===== src/inc/lsad_pkg.sv =====
/*
 * Shared constants and types of the legacy segment attribute decoder:
 * register indices, field positions, masks, reset values, address bounds,
 * and the access request and route result carriers.
 * Assumes a single 100 MHz core clock domain and 32-bit access addresses.
 */
package lsad_pkg;

    // ==========================================================
    // Register indices (byte address on the bus is four times these)
    localparam logic [7:0] LSAD_IDX_BIOS_AREA = 8'h90;
    localparam logic [7:0] LSAD_IDX_ADDON_C0 = 8'h91;
    localparam logic [7:0] LSAD_IDX_ADDON_C8 = 8'h92;
    localparam logic [7:0] LSAD_IDX_ADDON_D0 = 8'h93;
    localparam logic [7:0] LSAD_IDX_ADDON_D8 = 8'h94;
    localparam logic [7:0] LSAD_IDX_BIOS_E0 = 8'h95;
    localparam logic [7:0] LSAD_IDX_BIOS_E8 = 8'h96;
    localparam logic [7:0] LSAD_IDX_GAP_CTRL = 8'h97;
    localparam logic [7:0] LSAD_IDX_DOS_CTRL = 8'h98;
    localparam logic [7:0] LSAD_IDX_STATUS = 8'h99;

    // ==========================================================
    // Field positions and writable masks
    localparam int LSAD_NUM_ATTR = 7;
    localparam int LSAD_NUM_SEG = 13;
    localparam int LSAD_RD_LO = 0;
    localparam int LSAD_WR_LO = 1;
    localparam int LSAD_RD_HI = 4;
    localparam int LSAD_WR_HI = 5;
    localparam int LSAD_GAP_EN_BIT = 7;
    localparam int LSAD_DOS_GAP_BIT = 0;
    localparam logic [7:0] LSAD_ATTR_MASK = 8'h33;
    localparam logic [7:0] LSAD_BIOS_MASK = 8'h30;
    localparam logic [7:0] LSAD_GAP_MASK = 8'h80;
    localparam logic [7:0] LSAD_DOS_MASK = 8'h01;
    localparam logic [7:0] LSAD_REG_RESET = 8'h00;

    // ==========================================================
    // Address map bounds
    localparam logic [31:0] LSAD_DOS_LOW_END = 32'h0008_0000;
    localparam logic [31:0] LSAD_VIDEO_BASE = 32'h000A_0000;
    localparam logic [31:0] LSAD_EXP_BASE = 32'h000C_0000;
    localparam logic [31:0] LSAD_SYS_BIOS_BASE = 32'h000F_0000;
    localparam logic [31:0] LSAD_ONE_MEG = 32'h0010_0000;
    localparam logic [31:0] LSAD_GAP_BASE = 32'h00F0_0000;
    localparam logic [31:0] LSAD_GAP_END = 32'h0100_0000;
    localparam logic [5:0] LSAD_EXP_BLOCK = 6'h30;
    localparam logic [3:0] LSAD_SYS_BIOS_SEG = 4'hC;

    // ==========================================================
    // Carriers
    typedef enum logic [2:0] {
        LSAD_DEST_DRAM = 3'h0,
        LSAD_DEST_HUB = 3'h1,
        LSAD_DEST_PCI = 3'h2,
        LSAD_DEST_AGP = 3'h3,
        LSAD_DEST_NONE = 3'h4
    } lsad_dest_t;

    typedef enum logic [1:0] {
        LSAD_INIT_HOST = 2'h0,
        LSAD_INIT_HUB = 2'h1,
        LSAD_INIT_AGP = 2'h2,
        LSAD_INIT_PCI = 2'h3
    } lsad_init_t;

    typedef struct packed {
        logic [31:0] addr;
        logic write;
        lsad_init_t init;
        logic smm;
    } lsad_acc_t;

    typedef struct packed {
        logic valid;
        lsad_dest_t dest;
        logic claim;
        logic blocked;
    } lsad_route_t;

endpackage


===== src/design/lsad_decode.sv =====
/*
 * Legacy segment attribute decoder: segment attribute registers behind an
 * Avalon-MM slave, plus a per-access route decision below 1 MB and for
 * the fixed 15-16 MB gap.
 * Assumes access requests, VGA steering and SMM space selection arrive
 * from logic on mclk; the route result is registered one cycle later.
 */

// Overview of operation
// Thirteen segments 768 KB to 1 MB, separate read/write claim, seven registers.
// Attributes apply to host accesses only; other initiators always reach DRAM.
// Host read claimed to DRAM when read-claim set, else to PCI path.
// Host write claimed to DRAM when write-claim set, else to PCI path.
// Two fields per register: bit 0/4 read-claim, bit 1/5 write-claim, rest reserved.
// Both claims clear: segment disabled, no target response, everything forwarded.
// Read-claim only: reads to DRAM, writes forwarded, segment write protected.
// Write-claim only: writes to DRAM, reads forwarded.
// Both claims set: reads and writes claimed to DRAM.
// Software makes a segment read/write before hub or AGP accesses it.
// Software shadows firmware via write-only, copy, then read-only.
// F0000-FFFFF is one segment, upper field of first register, lower reserved.
// C0000-DFFFF: eight 16 KB segments in four registers, low field first.
// E0000-EFFFF: four 16 KB segments in two registers, low field first.
// 0 to 7FFFF always decodes to DRAM.
// 80000-9FFFF to DRAM unless declared a hole, then to PCI path.
// Video range ignores attributes; goes PCI or AGP unless accessed in SMM.
// Video range as SMM space blocks hub and AGP initiated accesses.
// Gap control bit 7 opens a 15-16 MB DRAM hole; bits 6:0 reserved.
// DRAM under the open gap is not relocated, only unreachable.
// Reset clears all attribute and gap registers.
// Each access yields one destination from address, direction, initiator, registers.
module lsad_decode
    import lsad_pkg::*;
#(
    parameter int AVS_ADDR_W = 8
)
(
    input wire logic mclk,
    input wire logic reset_n,
    input wire logic [AVS_ADDR_W-1:0] avs_address,
    input wire logic avs_read,
    input wire logic avs_write,
    input wire logic [31:0] avs_writedata,
    input wire logic [3:0] avs_byteenable,
    output logic [31:0] avs_readdata,
    output logic avs_waitrequest,
    input wire logic acc_valid,
    input wire lsad_acc_t acc,
    input wire logic vga_to_agp,
    input wire logic video_smm_space,
    output lsad_route_t route
);

    // ==========================================================
    // Parameter check
    if (AVS_ADDR_W < 8)
    begin : g_bad_addr_w
        $error("avs_address narrower than the register indices");
    end

    // ==========================================================
    // State
    typedef struct packed {
        logic [LSAD_NUM_ATTR-1:0][7:0] segment_attribute_map;
        logic [7:0] fixed_gap_ctrl;
        logic [7:0] dos_ctrl;
        logic [7:0] status;
        logic waitreq;
        logic [31:0] rdata;
        lsad_route_t route;
    } lsad_state_t;

    lsad_state_t state;
    lsad_state_t next_state;

    logic [LSAD_NUM_SEG-1:0] read_claim_bit;
    logic [LSAD_NUM_SEG-1:0] write_claim_bit;

    // ==========================================================
    // Segment claim bits, one per segment
    for (genvar k = 0; k < LSAD_NUM_SEG; k++)
    begin : g_seg
        if (k == LSAD_NUM_SEG - 1)
        begin : g_sys
            assign read_claim_bit[k] = state.segment_attribute_map[0][LSAD_RD_HI];
            assign write_claim_bit[k] = state.segment_attribute_map[0][LSAD_WR_HI];
        end
        else
        begin : g_exp
            // Even segment in the low field, odd one in the high field
            localparam int REG = 1 + k / 2;
            localparam int RB = (k % 2 == 0) ? LSAD_RD_LO : LSAD_RD_HI;
            localparam int WB = (k % 2 == 0) ? LSAD_WR_LO : LSAD_WR_HI;
            assign read_claim_bit[k] = state.segment_attribute_map[REG][RB];
            assign write_claim_bit[k] = state.segment_attribute_map[REG][WB];
        end
    end

    // ==========================================================
    // Next state
    always_comb
    begin
        logic [7:0] idx;
        logic [7:0] wbyte;
        logic [7:0] rbyte;
        logic take_wr;
        logic [5:0] blk;
        logic [3:0] seg;
        logic seg_hit;
        logic claim_bit;
        lsad_dest_t dest;
        idx = 8'h00;
        wbyte = avs_writedata[7:0];
        rbyte = 8'h00;
        take_wr = 1'b0;
        blk = 6'h00;
        seg = 4'h0;
        seg_hit = 1'b0;
        claim_bit = 1'b0;
        dest = LSAD_DEST_DRAM;
        next_state = state;

        // Bus slave: one wait state, then the transfer completes
        idx = avs_address[7:0];
        if (AVS_ADDR_W > 8)
        begin
            if (avs_address != AVS_ADDR_W'(idx))
            begin
                idx = 8'h00;
            end
        end
        next_state.waitreq = !((avs_read || avs_write) && state.waitreq);
        take_wr = avs_write && !state.waitreq && avs_byteenable[0];
        case (idx)
            LSAD_IDX_BIOS_AREA:
            begin
                rbyte = state.segment_attribute_map[0];
                if (take_wr)
                begin
                    next_state.segment_attribute_map[0] = wbyte & LSAD_BIOS_MASK;
                end
            end
            LSAD_IDX_ADDON_C0, LSAD_IDX_ADDON_C8, LSAD_IDX_ADDON_D0, LSAD_IDX_ADDON_D8,
            LSAD_IDX_BIOS_E0, LSAD_IDX_BIOS_E8:
            begin
                rbyte = state.segment_attribute_map[3'(idx - LSAD_IDX_BIOS_AREA)];
                if (take_wr)
                begin
                    // Reserved upper bits of each field stay zero
                    next_state.segment_attribute_map[3'(idx - LSAD_IDX_BIOS_AREA)] =
                        wbyte & LSAD_ATTR_MASK;
                end
            end
            LSAD_IDX_GAP_CTRL:
            begin
                rbyte = state.fixed_gap_ctrl;
                if (take_wr)
                begin
                    next_state.fixed_gap_ctrl = wbyte & LSAD_GAP_MASK;
                end
            end
            LSAD_IDX_DOS_CTRL:
            begin
                rbyte = state.dos_ctrl;
                if (take_wr)
                begin
                    next_state.dos_ctrl = wbyte & LSAD_DOS_MASK;
                end
            end
            LSAD_IDX_STATUS:
            begin
                rbyte = state.status;
            end
            default:
            begin
                rbyte = 8'h00;
            end
        endcase
        if ((avs_read || avs_write) && state.waitreq)
        begin
            next_state.rdata = {24'h00_0000, rbyte};
        end

        // Route decision
        blk = acc.addr[19:14];
        if (acc.addr >= LSAD_EXP_BASE && acc.addr < LSAD_SYS_BIOS_BASE)
        begin
            seg = 4'(blk - LSAD_EXP_BLOCK);
            seg_hit = 1'b1;
        end
        else if (acc.addr >= LSAD_SYS_BIOS_BASE && acc.addr < LSAD_ONE_MEG)
        begin
            seg = LSAD_SYS_BIOS_SEG;
            seg_hit = 1'b1;
        end
        claim_bit = acc.write ? write_claim_bit[seg] : read_claim_bit[seg];

        if (acc.addr < LSAD_DOS_LOW_END)
        begin
            dest = LSAD_DEST_DRAM;
        end
        else if (acc.addr < LSAD_VIDEO_BASE)
        begin
            dest = state.dos_ctrl[LSAD_DOS_GAP_BIT] ? LSAD_DEST_PCI : LSAD_DEST_DRAM;
        end
        else if (acc.addr < LSAD_EXP_BASE)
        begin
            if (video_smm_space && acc.init != LSAD_INIT_HOST && acc.init != LSAD_INIT_PCI)
            begin
                dest = LSAD_DEST_NONE;
            end
            else if (video_smm_space && acc.init == LSAD_INIT_HOST && acc.smm)
            begin
                dest = LSAD_DEST_DRAM;
            end
            else
            begin
                dest = vga_to_agp ? LSAD_DEST_AGP : LSAD_DEST_PCI;
            end
        end
        else if (seg_hit)
        begin
            if (acc.init != LSAD_INIT_HOST)
            begin
                // Relies on software keeping such segments read/write, see
                dest = LSAD_DEST_DRAM;
            end
            else
            begin
                // Unclaimed cycles go out and terminate there, see
                dest = claim_bit ? LSAD_DEST_DRAM : LSAD_DEST_PCI;
            end
        end
        else if (acc.addr >= LSAD_GAP_BASE && acc.addr < LSAD_GAP_END &&
                 state.fixed_gap_ctrl[LSAD_GAP_EN_BIT])
        begin
            // No remap: the DRAM behind the gap is simply lost, see
            dest = LSAD_DEST_PCI;
        end
        else
        begin
            dest = LSAD_DEST_DRAM;
        end

        next_state.route.valid = acc_valid;
        next_state.route.dest = acc_valid ? dest : LSAD_DEST_DRAM;
        next_state.route.claim = acc_valid && dest == LSAD_DEST_DRAM;
        next_state.route.blocked = acc_valid && dest == LSAD_DEST_NONE;
        if (acc_valid)
        begin
            next_state.status = {3'h0, dest == LSAD_DEST_NONE, dest == LSAD_DEST_DRAM, dest};
        end
    end

    // ==========================================================
    // Registers
    always_ff @(posedge mclk or negedge reset_n)
    begin
        if (!reset_n)
        begin
            state.segment_attribute_map <= '0;
            state.fixed_gap_ctrl <= LSAD_REG_RESET;
            state.dos_ctrl <= LSAD_REG_RESET;
            state.status <= LSAD_REG_RESET;
            state.waitreq <= 1'b1;
            state.rdata <= 32'h0000_0000;
            state.route <= '0;
        end
        else
        begin
            state <= next_state;
        end
    end

    assign avs_readdata = state.rdata;
    assign avs_waitrequest = state.waitreq;
    assign route = state.route;

endmodule


===== config.mk =====
export PLATFORM = sky130hd
export DESIGN_NAME = lsad_decode
export DESIGN_NICKNAME = d
export VERILOG_FILES = /design/src/inc/lsad_pkg.sv /design/src/design/lsad_decode.sv
export SDC_FILE = /design/constraint.sdc
export NUM_CORES = 1
export LEC_CHECK = 0
export ABC_AREA = 1
export BUFFER_PORTS_ARGS = -buffer_cell sky130_fd_sc_hd__buf_4
export CORE_ASPECT_RATIO = 1.2
export CORE_UTILIZATION = 49
export CTS_BUF_LIST = sky130_fd_sc_hd__clkbuf_4 sky130_fd_sc_hd__clkbuf_8 sky130_fd_sc_hd__clkbuf_16
export DETAILED_ROUTE_END_ITERATION = 8
export PLACE_DENSITY = 0.78
export RECOVER_POWER = 25
export SKIP_CTS_REPAIR_TIMING = 1
export SLEW_MARGIN = 20
export SYNTH_ARGS = -nofsm -noshare
export SYNTH_HDL_FRONTEND = slang
export SYNTH_SLANG_ARGS = --single-unit

===== constraint.sdc =====
create_clock -name mclk -period 2 [get_ports mclk]
set_clock_uncertainty 0.05 [all_clocks]
set_input_delay 0.1 -clock mclk [delete_from_list [all_inputs] [get_ports mclk]]
set_output_delay 0.1 -clock mclk [all_outputs]
set_load 0.005 [all_outputs]

# After elaboration in Yosys (flattened, before gate mapping)
# Index checks and enable logic that the tools add are counted.
# classes
eq_ne	14
n_lt_le_gt_ge	12
add_sub_neg	2
n_reduce_logical	26
mux	30
# ops
cell	n
< comparator 32 x 20 -> 1 bit (second input constant)	4
equality test 8 bit (second input constant)	10
>= comparator 32 x 20 -> 1 bit (second input constant)	2
bitwise mux 56 bit	1
one-hot mux 8 bit (5 select lines)	1
>= comparator 32 x 24 -> 1 bit (second input constant)	1
< comparator 32 x 21 -> 1 bit (second input constant)	1
< comparator 32 x 25 -> 1 bit (second input constant)	1
2-to-1 mux 8 bit	4
binary-select mux 8 bit (select 3 bit)	1
demux 8 bit (select 3 bit)	1
2-to-1 mux 3 bit	6
one-hot mux 8 bit (2 select lines)	1
logical AND 1 bit	14
2-to-1 mux 2 bit	5
binary-select mux 1 bit (select 4 bit)	2
2-to-1 mux 4 bit	2
2-to-1 mux 1 bit	6
!= test 2 bit (second input constant)	3
AND reduction 2 bit	3
OR reduction 6 bit	1
< comparator 4 x 5 -> 1 bit (second input constant)	1
< comparator 3 x 4 -> 1 bit (second input constant)	1
nonzero test 2 bit	2
other kinds (9)	10
# totals
out_inout_bits	39
regBits	78
elab_cells	100
input_bits	87

# Longest topological paths before layout
# Gate-level depths: netlist (run 1).
# logic_depth
word_depth	15
ltp_mapped	17
ltp_nobuf	17

# Worst setup path after synthesis (run 1)
# Ideal clock, no wire load.
# synth_timing
path_type	in2reg
from	in acc[24] (netlist bit)
to	reg state[40] (netlist bit)
n_path_buf	1
required_ps	1832
path_slack_ps	398
path_stages	16
arrival_time_ps	1434
setup_ps	118
path_cell_list	or2_4 -> nor2_8 -> nand4_4 -> buf_6 -> nor2_2 -> o21ai_1 -> nand2_1 -> nand2_1 -> a21oi_1 -> nand2_1 -> nand3_1 -> nand2_1 -> nand2_1 -> nand2_1 -> nand2_1 -> nand2_1
# synth_between
elab_chain_len	13
word_cells_on_any_way	29
cone_classes	order compare: 9; mux: 16; reduce/logical: 4
# synth_lines
item	line	source
start, declared	lsad_decode.sv:48	input wire lsad_acc_t acc,
>= comparator 32 x 20 -> 1 bit or < comparator 32 x 21 -> 1 bit (tied branches)	lsad_decode.sv:191	else if (acc.addr >= LSAD_SYS_BIOS_BASE && acc.addr < LSAD_ONE_MEG)
logical AND 1 bit	lsad_decode.sv:191	
2-to-1 mux 4 bit	lsad_decode.sv:191	
2-to-1 mux 4 bit	lsad_decode.sv:186	if (acc.addr >= LSAD_EXP_BASE && acc.addr < LSAD_SYS_BIOS_BASE)
binary-select mux 1 bit (select 4 bit)	lsad_decode.sv:196	claim_bit = acc.write ? write_claim_bit[seg] : read_claim_bit[seg];
2-to-1 mux 1 bit (implied by the code)	lsad_decode.sv:196	
2-to-1 mux 1 bit	lsad_decode.sv:196	
2-to-1 mux 2 bit	lsad_decode.sv:231	dest = claim_bit ? LSAD_DEST_DRAM : LSAD_DEST_PCI;
2-to-1 mux 2 bit	lsad_decode.sv:223	if (acc.init != LSAD_INIT_HOST)
2-to-1 mux 3 bit	lsad_decode.sv:221	else if (seg_hit)
2-to-1 mux 3 bit	lsad_decode.sv:206	else if (acc.addr < LSAD_EXP_BASE)
2-to-1 mux 3 bit	lsad_decode.sv:202	else if (acc.addr < LSAD_VIDEO_BASE)
2-to-1 mux 3 bit (*)	lsad_decode.sv:198	if (acc.addr < LSAD_DOS_LOW_END)
end signal, assigned	lsad_decode.sv:271	state <= next_state;
end, declared	lsad_decode.sv:73	lsad_state_t state;
# Every way passes the cells marked *; elsewhere a longest branch is shown, timed or not. The select of a mux whose other input is x is not followed.
# A chain may end at the register's enable or synchronous reset.

# Worst setup path in the final report (run 1)
# layout_timing
from	reg state (netlist bit avs_waitrequest)
to	reg state (netlist bit read_claim_bit[5])
# layout_between
elab_chain_len	4
# layout_lines
item	line	source
zero test 1 bit	lsad_decode.sv:133	take_wr = avs_write && !state.waitreq && avs_byteenable[0];
logical AND 1 bit (2 in series)	lsad_decode.sv:133	
AND reduction 2 bit (no source line)	--	
# Every way passes these cells.

==> results of run 1 <==
[through the flow]
stage / hold slack, ns / util (%) / std cells / power (uW) / instance area (um^2)
floorplan: -0.2456 / - / 427 / 1247 / 3163
global placement: 0.09591 / 57.26 / 536 / 1348 / 3465
detailed placement: 0.1056 / 57.26 / 536 / 1356 / 3465
CTS: -0.2233 / 59.14 / 544 / 2061 / 3578
global route: 0.07326 / 59.86 / 549 / 2147 / 3622
finish: 0.07091 / 59.86 / 549 / 2053 / 3622
[cells in the final DEF (no fill, tap or decap), types with 2 or more instances in the layout]
cell and instances:
inv_1 58, a21oi_1 14, o21ai_1 6, mux2_2 2
nand4_4 2, nor3_1 6, a221oi_1 2, clkbuf_8 5
o21ai_0 34, nand4_1 8, nand3_1 18, nor2_2 4
buf_4 66, nor2_8 2, nor4_1 2, dlygate4sd3_1 5
o22ai_1 5, nor2_1 37, conb_1 24, dfrtp_1 49
nand2_1 93
[worst max-delay path: stages, from the launching register on]
cell,delay [ns]
dfstp_2,0.39
nor2_1,0.20
inv_1,0.13
nor4_4,0.25
buf_4,0.18
nand3_1,0.22
nand2_1,0.11
o21ai_0,0.09
[per-layer routing]
layer / track usage [%] / vias up / part of all wire, %
met2: 41.07 / 76 / 51
li1: - / 1357 / -
met5: 0 / - / 0
met3: 3.759 / 16 / 4.3
met1: 29.44 / 1245 / 42
met4: 9.434 / 0 / 2.7
[where the power goes]
group,total (uW),internal (uW),leakage (uW),switching (uW)
logic,289,123,0.00115,166
registers,1050,1040,0.000671,16.8
clock network,711,387,0.0000548,324
total,2050,1550,0.00188,507
[layout make-up]
class / instances / area [um^2] / area share (%)
Clock inverter: 2 / 37.54 / 1.036
Timing Repair Buffer: 73 / 554.3 / 15.30
Tap cell: 82 / 102.6 / 2.832
Multi-Input combinational cell: 276 / 1374 / 37.93
Sequential cell: 50 / 1252 / 34.58
Clock buffer: 6 / 76.32 / 2.107
Inverter: 60 / 225.2 / 6.218
[how the worst max path moves through the flow]
stage / start / end / slack, ns / depth (start not counted)
3_3_place_gp: acc[24] / state[40] / 0.05 / 16
5_1_grt: avs_waitrequest / read_claim_bit[5] / 0.09 / 7
2_1_floorplan: acc[24] / state[40] / 0.40 / 16
4_1_cts: avs_waitrequest / read_claim_bit[5] / 0.23 / 6
3_5_place_dp: acc[24] / state[40] / 0.04 / 16
6_report: avs_waitrequest / read_claim_bit[5] / 0.25 / 7
[registers in the layout, indices dropped and copies added, names as in the netlist]
register,count
avs_readdata,8
avs_waitrequest,1
read_claim_bit,13
route,6
state,22
[kinds of logic after synthesis]
logic type | after synthesis
buffers and inverters | 101
AOI/OAI and AO/OA | 68
other | 1
muxes | 2
and+or+nand+nor | 182
DFF | 50
==> results.toml, run 1 <==
[drt]
vias = 2694
drc_errors = 0
postRouteWirelength_um = 7204
detail_route.iter0.violations = 122
ant_nets = 0
drtPass1Iterations = 4
vias_per_cell = 4.907
routedWlPerCell_um = 13.12

[critical_path]
crit_type = "reg -> reg"
rr_endpoint = "read_claim_bit[5]"
crit_arrival_ns = 1.87
reg2reg_depth = 7
r2r-start = "avs_waitrequest"
end_kind = "flip-flop"
startpoint_type = "flip-flop"
path_max_fanout = 8
required_ns = 2.12
regToRegSetupSlack_ns = 0.25

[yosys]
avgSynthCellArea_um2 = 7.616
synth_compound_area_share_pct = 12.44
synthArstFlopShare_pct = 100.0
yosysMostFrequentCell = "nand2_1"
syn_inst = 404
synthTopCellsByCount = "nand2_1 (93), inv_1 (58), dfrtp_1 (49), buf_4 (38), nor2_1 (37)"
ys_warn_count = 0
synthAdderAreaFrac_pct = 0
synth_top_area_share_pct = 39.85
syn_area_um2 = 3077
synth_edf_count = 0
yosys-mux-area-fraction_pct = 0.7320
synth_cell_types = 41
yosys.area_share.simple_pct = 28.55
synth_top_family_by_area = "simple AND/OR/NAND/NOR gates"
yosysSeqAreaShare_pct = 40.71
synth_area_leaders = "dfrtp_1 (40%), nand2_1 (11%), buf_4 (9.3%)"
ys_ff_latch = 50
yosys.area.top_type = "dfrtp_1"
synthFlopType = "dfrtp_1"
synth_xor_area_share_pct = 0

[cells_and_area]
area_growth_pct = 17.73
layout-drive-gt1-share_pct = 20.77
fin_nets = 553
antenna_cells = 0
nFillCells = 567

[power_and_ir_drop]
peakVddDrop_uv = 342.6
p_leak_uw = 0.001880
power_density_nw_per_um2 = 566.8

[timing]
slew_headroom_pct = 19.70
period_share_pct = 87.43
tns_ns = 0
drv_slew = 0
rsz0062_at_grt = "no"
hold_viol = 0
period_minus_slack_ns = 1.749
tightestPinTransition_ns = 1.204
fmax_ghz = 0.5719
finalSetupViolCount = 0
worst_slack_ns = 0.2514

[floorplan]
die_area_um2 = 6601
die_h_um = 88.80
start_util_pct = 50.85
coreArea_um2 = 6051
ios = 126
die_x_um = 74.34
rows = 31

[clock_network]
clockBufferDepth = 2
cts.sinks = 50
cts.clk_slew.worst_paths_ns = 0.10
cts-htree-levels = 2
cts_tree = "yes"
cts_buffers = 5
clockRootBuffer = "clkbuf_8"
clock_latency_ns = 0.30

[min_path]
holdPathStages = 3
min_from = "vga_to_agp"
worstHoldEndpoint = "route[2]"
hp-class = "in -> reg"

[outcome]
status = "complete, no violations"

[placement]
place_congestion = 0.9672
dpl_worst_slack_ns = 0.03539
place.port_buffers = 57
dp_hpwl_um = 5602

[global_routing]
grt_pass1_vias = 2578
antenna_found_initial = 0
grt.total_usage_pct = 23.74
grt_remaining_overflow = 0
grt_max_degree = 51
grt_first_pass_wirelength_um = 11790

[run]
cap_violations = 0
Note: power is estimated with default switching activity, not from simulation.
==> run 2, diff against run 1 <==
ABC_AREA = not set   (was 1)
CORE_UTILIZATION = 48   (was 49)
PLACE_DENSITY = 0.77   (was 0.78)
clock period = 1.96 ns   (was 2 ns; I/O delays follow)
==> run 2 against run 1 <==
The run now ends with hold timing left. Die area decreased by 1.1%. Highest routed layer unchanged. Sequential power about the same. Global-route usage decreased by 2.7 points. Utilization decreased by 2.4 points. Sequential share of layout area increased by 1.7 points. Critical endpoint is now state[42].
==> results.toml, run 2 <==
[timing]
worst_hold_slack_ns = -0.008292
hold_viol = 1
period_minus_slack_ns = 1.896
period_share_pct = 96.75
fmax_ghz = 0.5274
worst_slack_ns = 0.06380
rsz0062_at_grt = "no"
tightestPinTransition_ns = 1.215
tns_ns = 0
slew_headroom_pct = 19.00
drv_slew = 0
finalSetupViolCount = 0

[cells_and_area]
regMostFlops = "state"
postLayoutCoreUtil_pct = 57.48
fin_nets = 442
largest_reg_flops = 22
area_growth_pct = 16.00
nFillCells = 544
layout_commonest_cell = "buf_4"
antenna_cells = 0
stdcell_count = 438
final_cell_mix = "buf_4 (64), dfrtp_1 (49), nand2_1 (30)"
layout-drive-gt1-share_pct = 31.46

[yosys]
syn_inst = 305
ys_ff_latch = 50
synthTopCellsByCount = "dfrtp_1 (49), buf_4 (39), nand2_1 (30), mux2_2 (25), o21ai_0 (20)"
yosysMostFrequentCell = "dfrtp_1"
synth_edf_count = 0
avgSynthCellArea_um2 = 9.768
synth_cell_types = 61
ys_warn_count = 0
synthArstFlopShare_pct = 100.0
yosysSeqAreaShare_pct = 42.04
syn_area_um2 = 2979
yosys.area.top_type = "dfrtp_1"
synthFlopType = "dfrtp_1"
synth_top_area_share_pct = 41.16
synth_area_leaders = "dfrtp_1 (41%), buf_4 (9.8%), mux2_2 (9.4%)"

[clock_network]
clock_latency_ns = 0.31
cts.clk_slew.worst_paths_ns = 0.10
cts_tree = "yes"
cts_buffers = 5
cts-htree-levels = 2
cts.sinks = 50
clockRootBuffer = "clkbuf_8"
clockBufferDepth = 2

[floorplan]
start_util_pct = 49.55
die_x_um = 73.92
coreArea_um2 = 6012
ios = 126
die_area_um2 = 6527
rows = 31
die_h_um = 88.30

[global_routing]
grt_pass1_vias = 2206
gr-max-usage-layer = "met2"
use_met3_pct = 2.961
grt_remaining_overflow = 0
use_met1_pct = 26.57
antenna_found_initial = 0
grt_max_degree = 51
grt.total_usage_pct = 21.05
grt_use_met2_pct = 35.70
grt_first_pass_wirelength_um = 10390

[min_path]
hp-class = "in -> reg"
min_from = "video_smm_space"
holdPathStages = 3
worstHoldEndpoint = "route[0]"

[power_and_ir_drop]
power.share.switching_pct = 26.35
peakVddDrop_uv = 373.9
combPwrFrac_pct = 14.2
pwr-share-clk_pct = 32.3
p_switching_uw = 521.6
intPower_uw = 1458
p_leak_uw = 0.001668
pwr-share-seq_pct = 53.5
power_density_nw_per_um2 = 572.9

[critical_path]
crit_type = "reg -> reg"
reg2reg_depth = 6
path_max_fanout = 3
required_ns = 2.13
crit_arrival_ns = 2.06
cp_cell_sequence = "mux2_2, a221o_1, a211o_2, nand4_1, a21oi_1, a21o_1"
r2r-start = "state[84]"
rr_endpoint = "state[42]"
critPathSlowestCell = "dfrtp_1"
regToRegSetupSlack_ns = 0.06
cp_slowest_stage_delay_ns = 0.40
cp-startpoint = "state[84]"
startpoint_type = "flip-flop"
end_kind = "flip-flop"

[drt]
vias = 2404
detail_route.iter0.violations = 155
ant_nets = 0
postRouteWirelength_um = 6612
routedWlPerCell_um = 15.10
drc_errors = 0
drtPass1Iterations = 5
vias_per_cell = 5.489

[placement]
place_congestion = 0.9019
dpl_worst_slack_ns = -0.01682
dp_hpwl_um = 4940
numPlacedInstances = 425
place.port_buffers = 57

[outcome]
violations = "hold timing"
status = "finished, violations left"

[run]
cap_violations = 0
==> run 2: final cells by class <==
type	count	area, um^2	area share, %
clock inverters	2	12.51	0.3621
inverters	11	41.29	1.195
flip-flops and latches	50	1252	36.24
multi-input cells	216	1415	40.95
clock buffers	6	82.58	2.390
repair buffers	71	549.3	15.89
well taps	82	102.6	2.969
==> run 2: worst max path at each step <==
| stage | end | slack [ns] | cells past startpoint |
|---|---|---|---|
| final | state[42] | 0.06 | 6 |
| after global routing | state[42] | 0.009 | 6 |
| after CTS | state[42] | 0.04 | 6 |
| after detailed placement | state[40] | -0.02 | 8 |
| after global placement | state[42] | 0.05 | 7 |
| after floorplan | state[42] | 0.17 | 8 |
==> run 2: power groups by stage <==
| stage | clock network, uW | registers, uW | logic [uW] |
|---|---|---|---|
| 2_1_floorplan | 0 | 1080 | 168 |
| 3_3_place_gp | 0 | 1080 | 265 |
| 3_5_place_dp | 0 | 1080 | 272 |
| 4_1_cts | 636 | 1060 | 273 |
| 5_1_grt | 678 | 1060 | 314 |
| 6_report | 639 | 1060 | 281 |
==> run 2: cells by family after synthesis <==
logic type / share of synthesized area (%)
compound gates: 16.46
xor+xnor: 0.2940
buf+inv: 13.61
flops: 42.04
mux: 12.43
other cells: 0.1259
simple gates: 15.04
==> run 2: worst max-delay path: cells and delay by family (launching register included) <==
family	cells	cell delay [ns]
simple gates	1	0.14
compound gates	4	0.92
flops	1	0.40
mux	1	0.29
==> run 2: layer usage <==
metal / part of all wire [%] / wire length (um)
met1: 41 / 2683
met2: 52 / 3442
met3: 5.0 / 332
met4: 2.3 / 154
met5: 0 / 0
==> run 2: through the flow <==
step	area (um^2)	power, uW
after floorplan	3065	1244
after global placement	3312	1344
after detailed placement	3312	1351
after CTS	3407	1968
after global routing	3456	2054
final	3456	1980
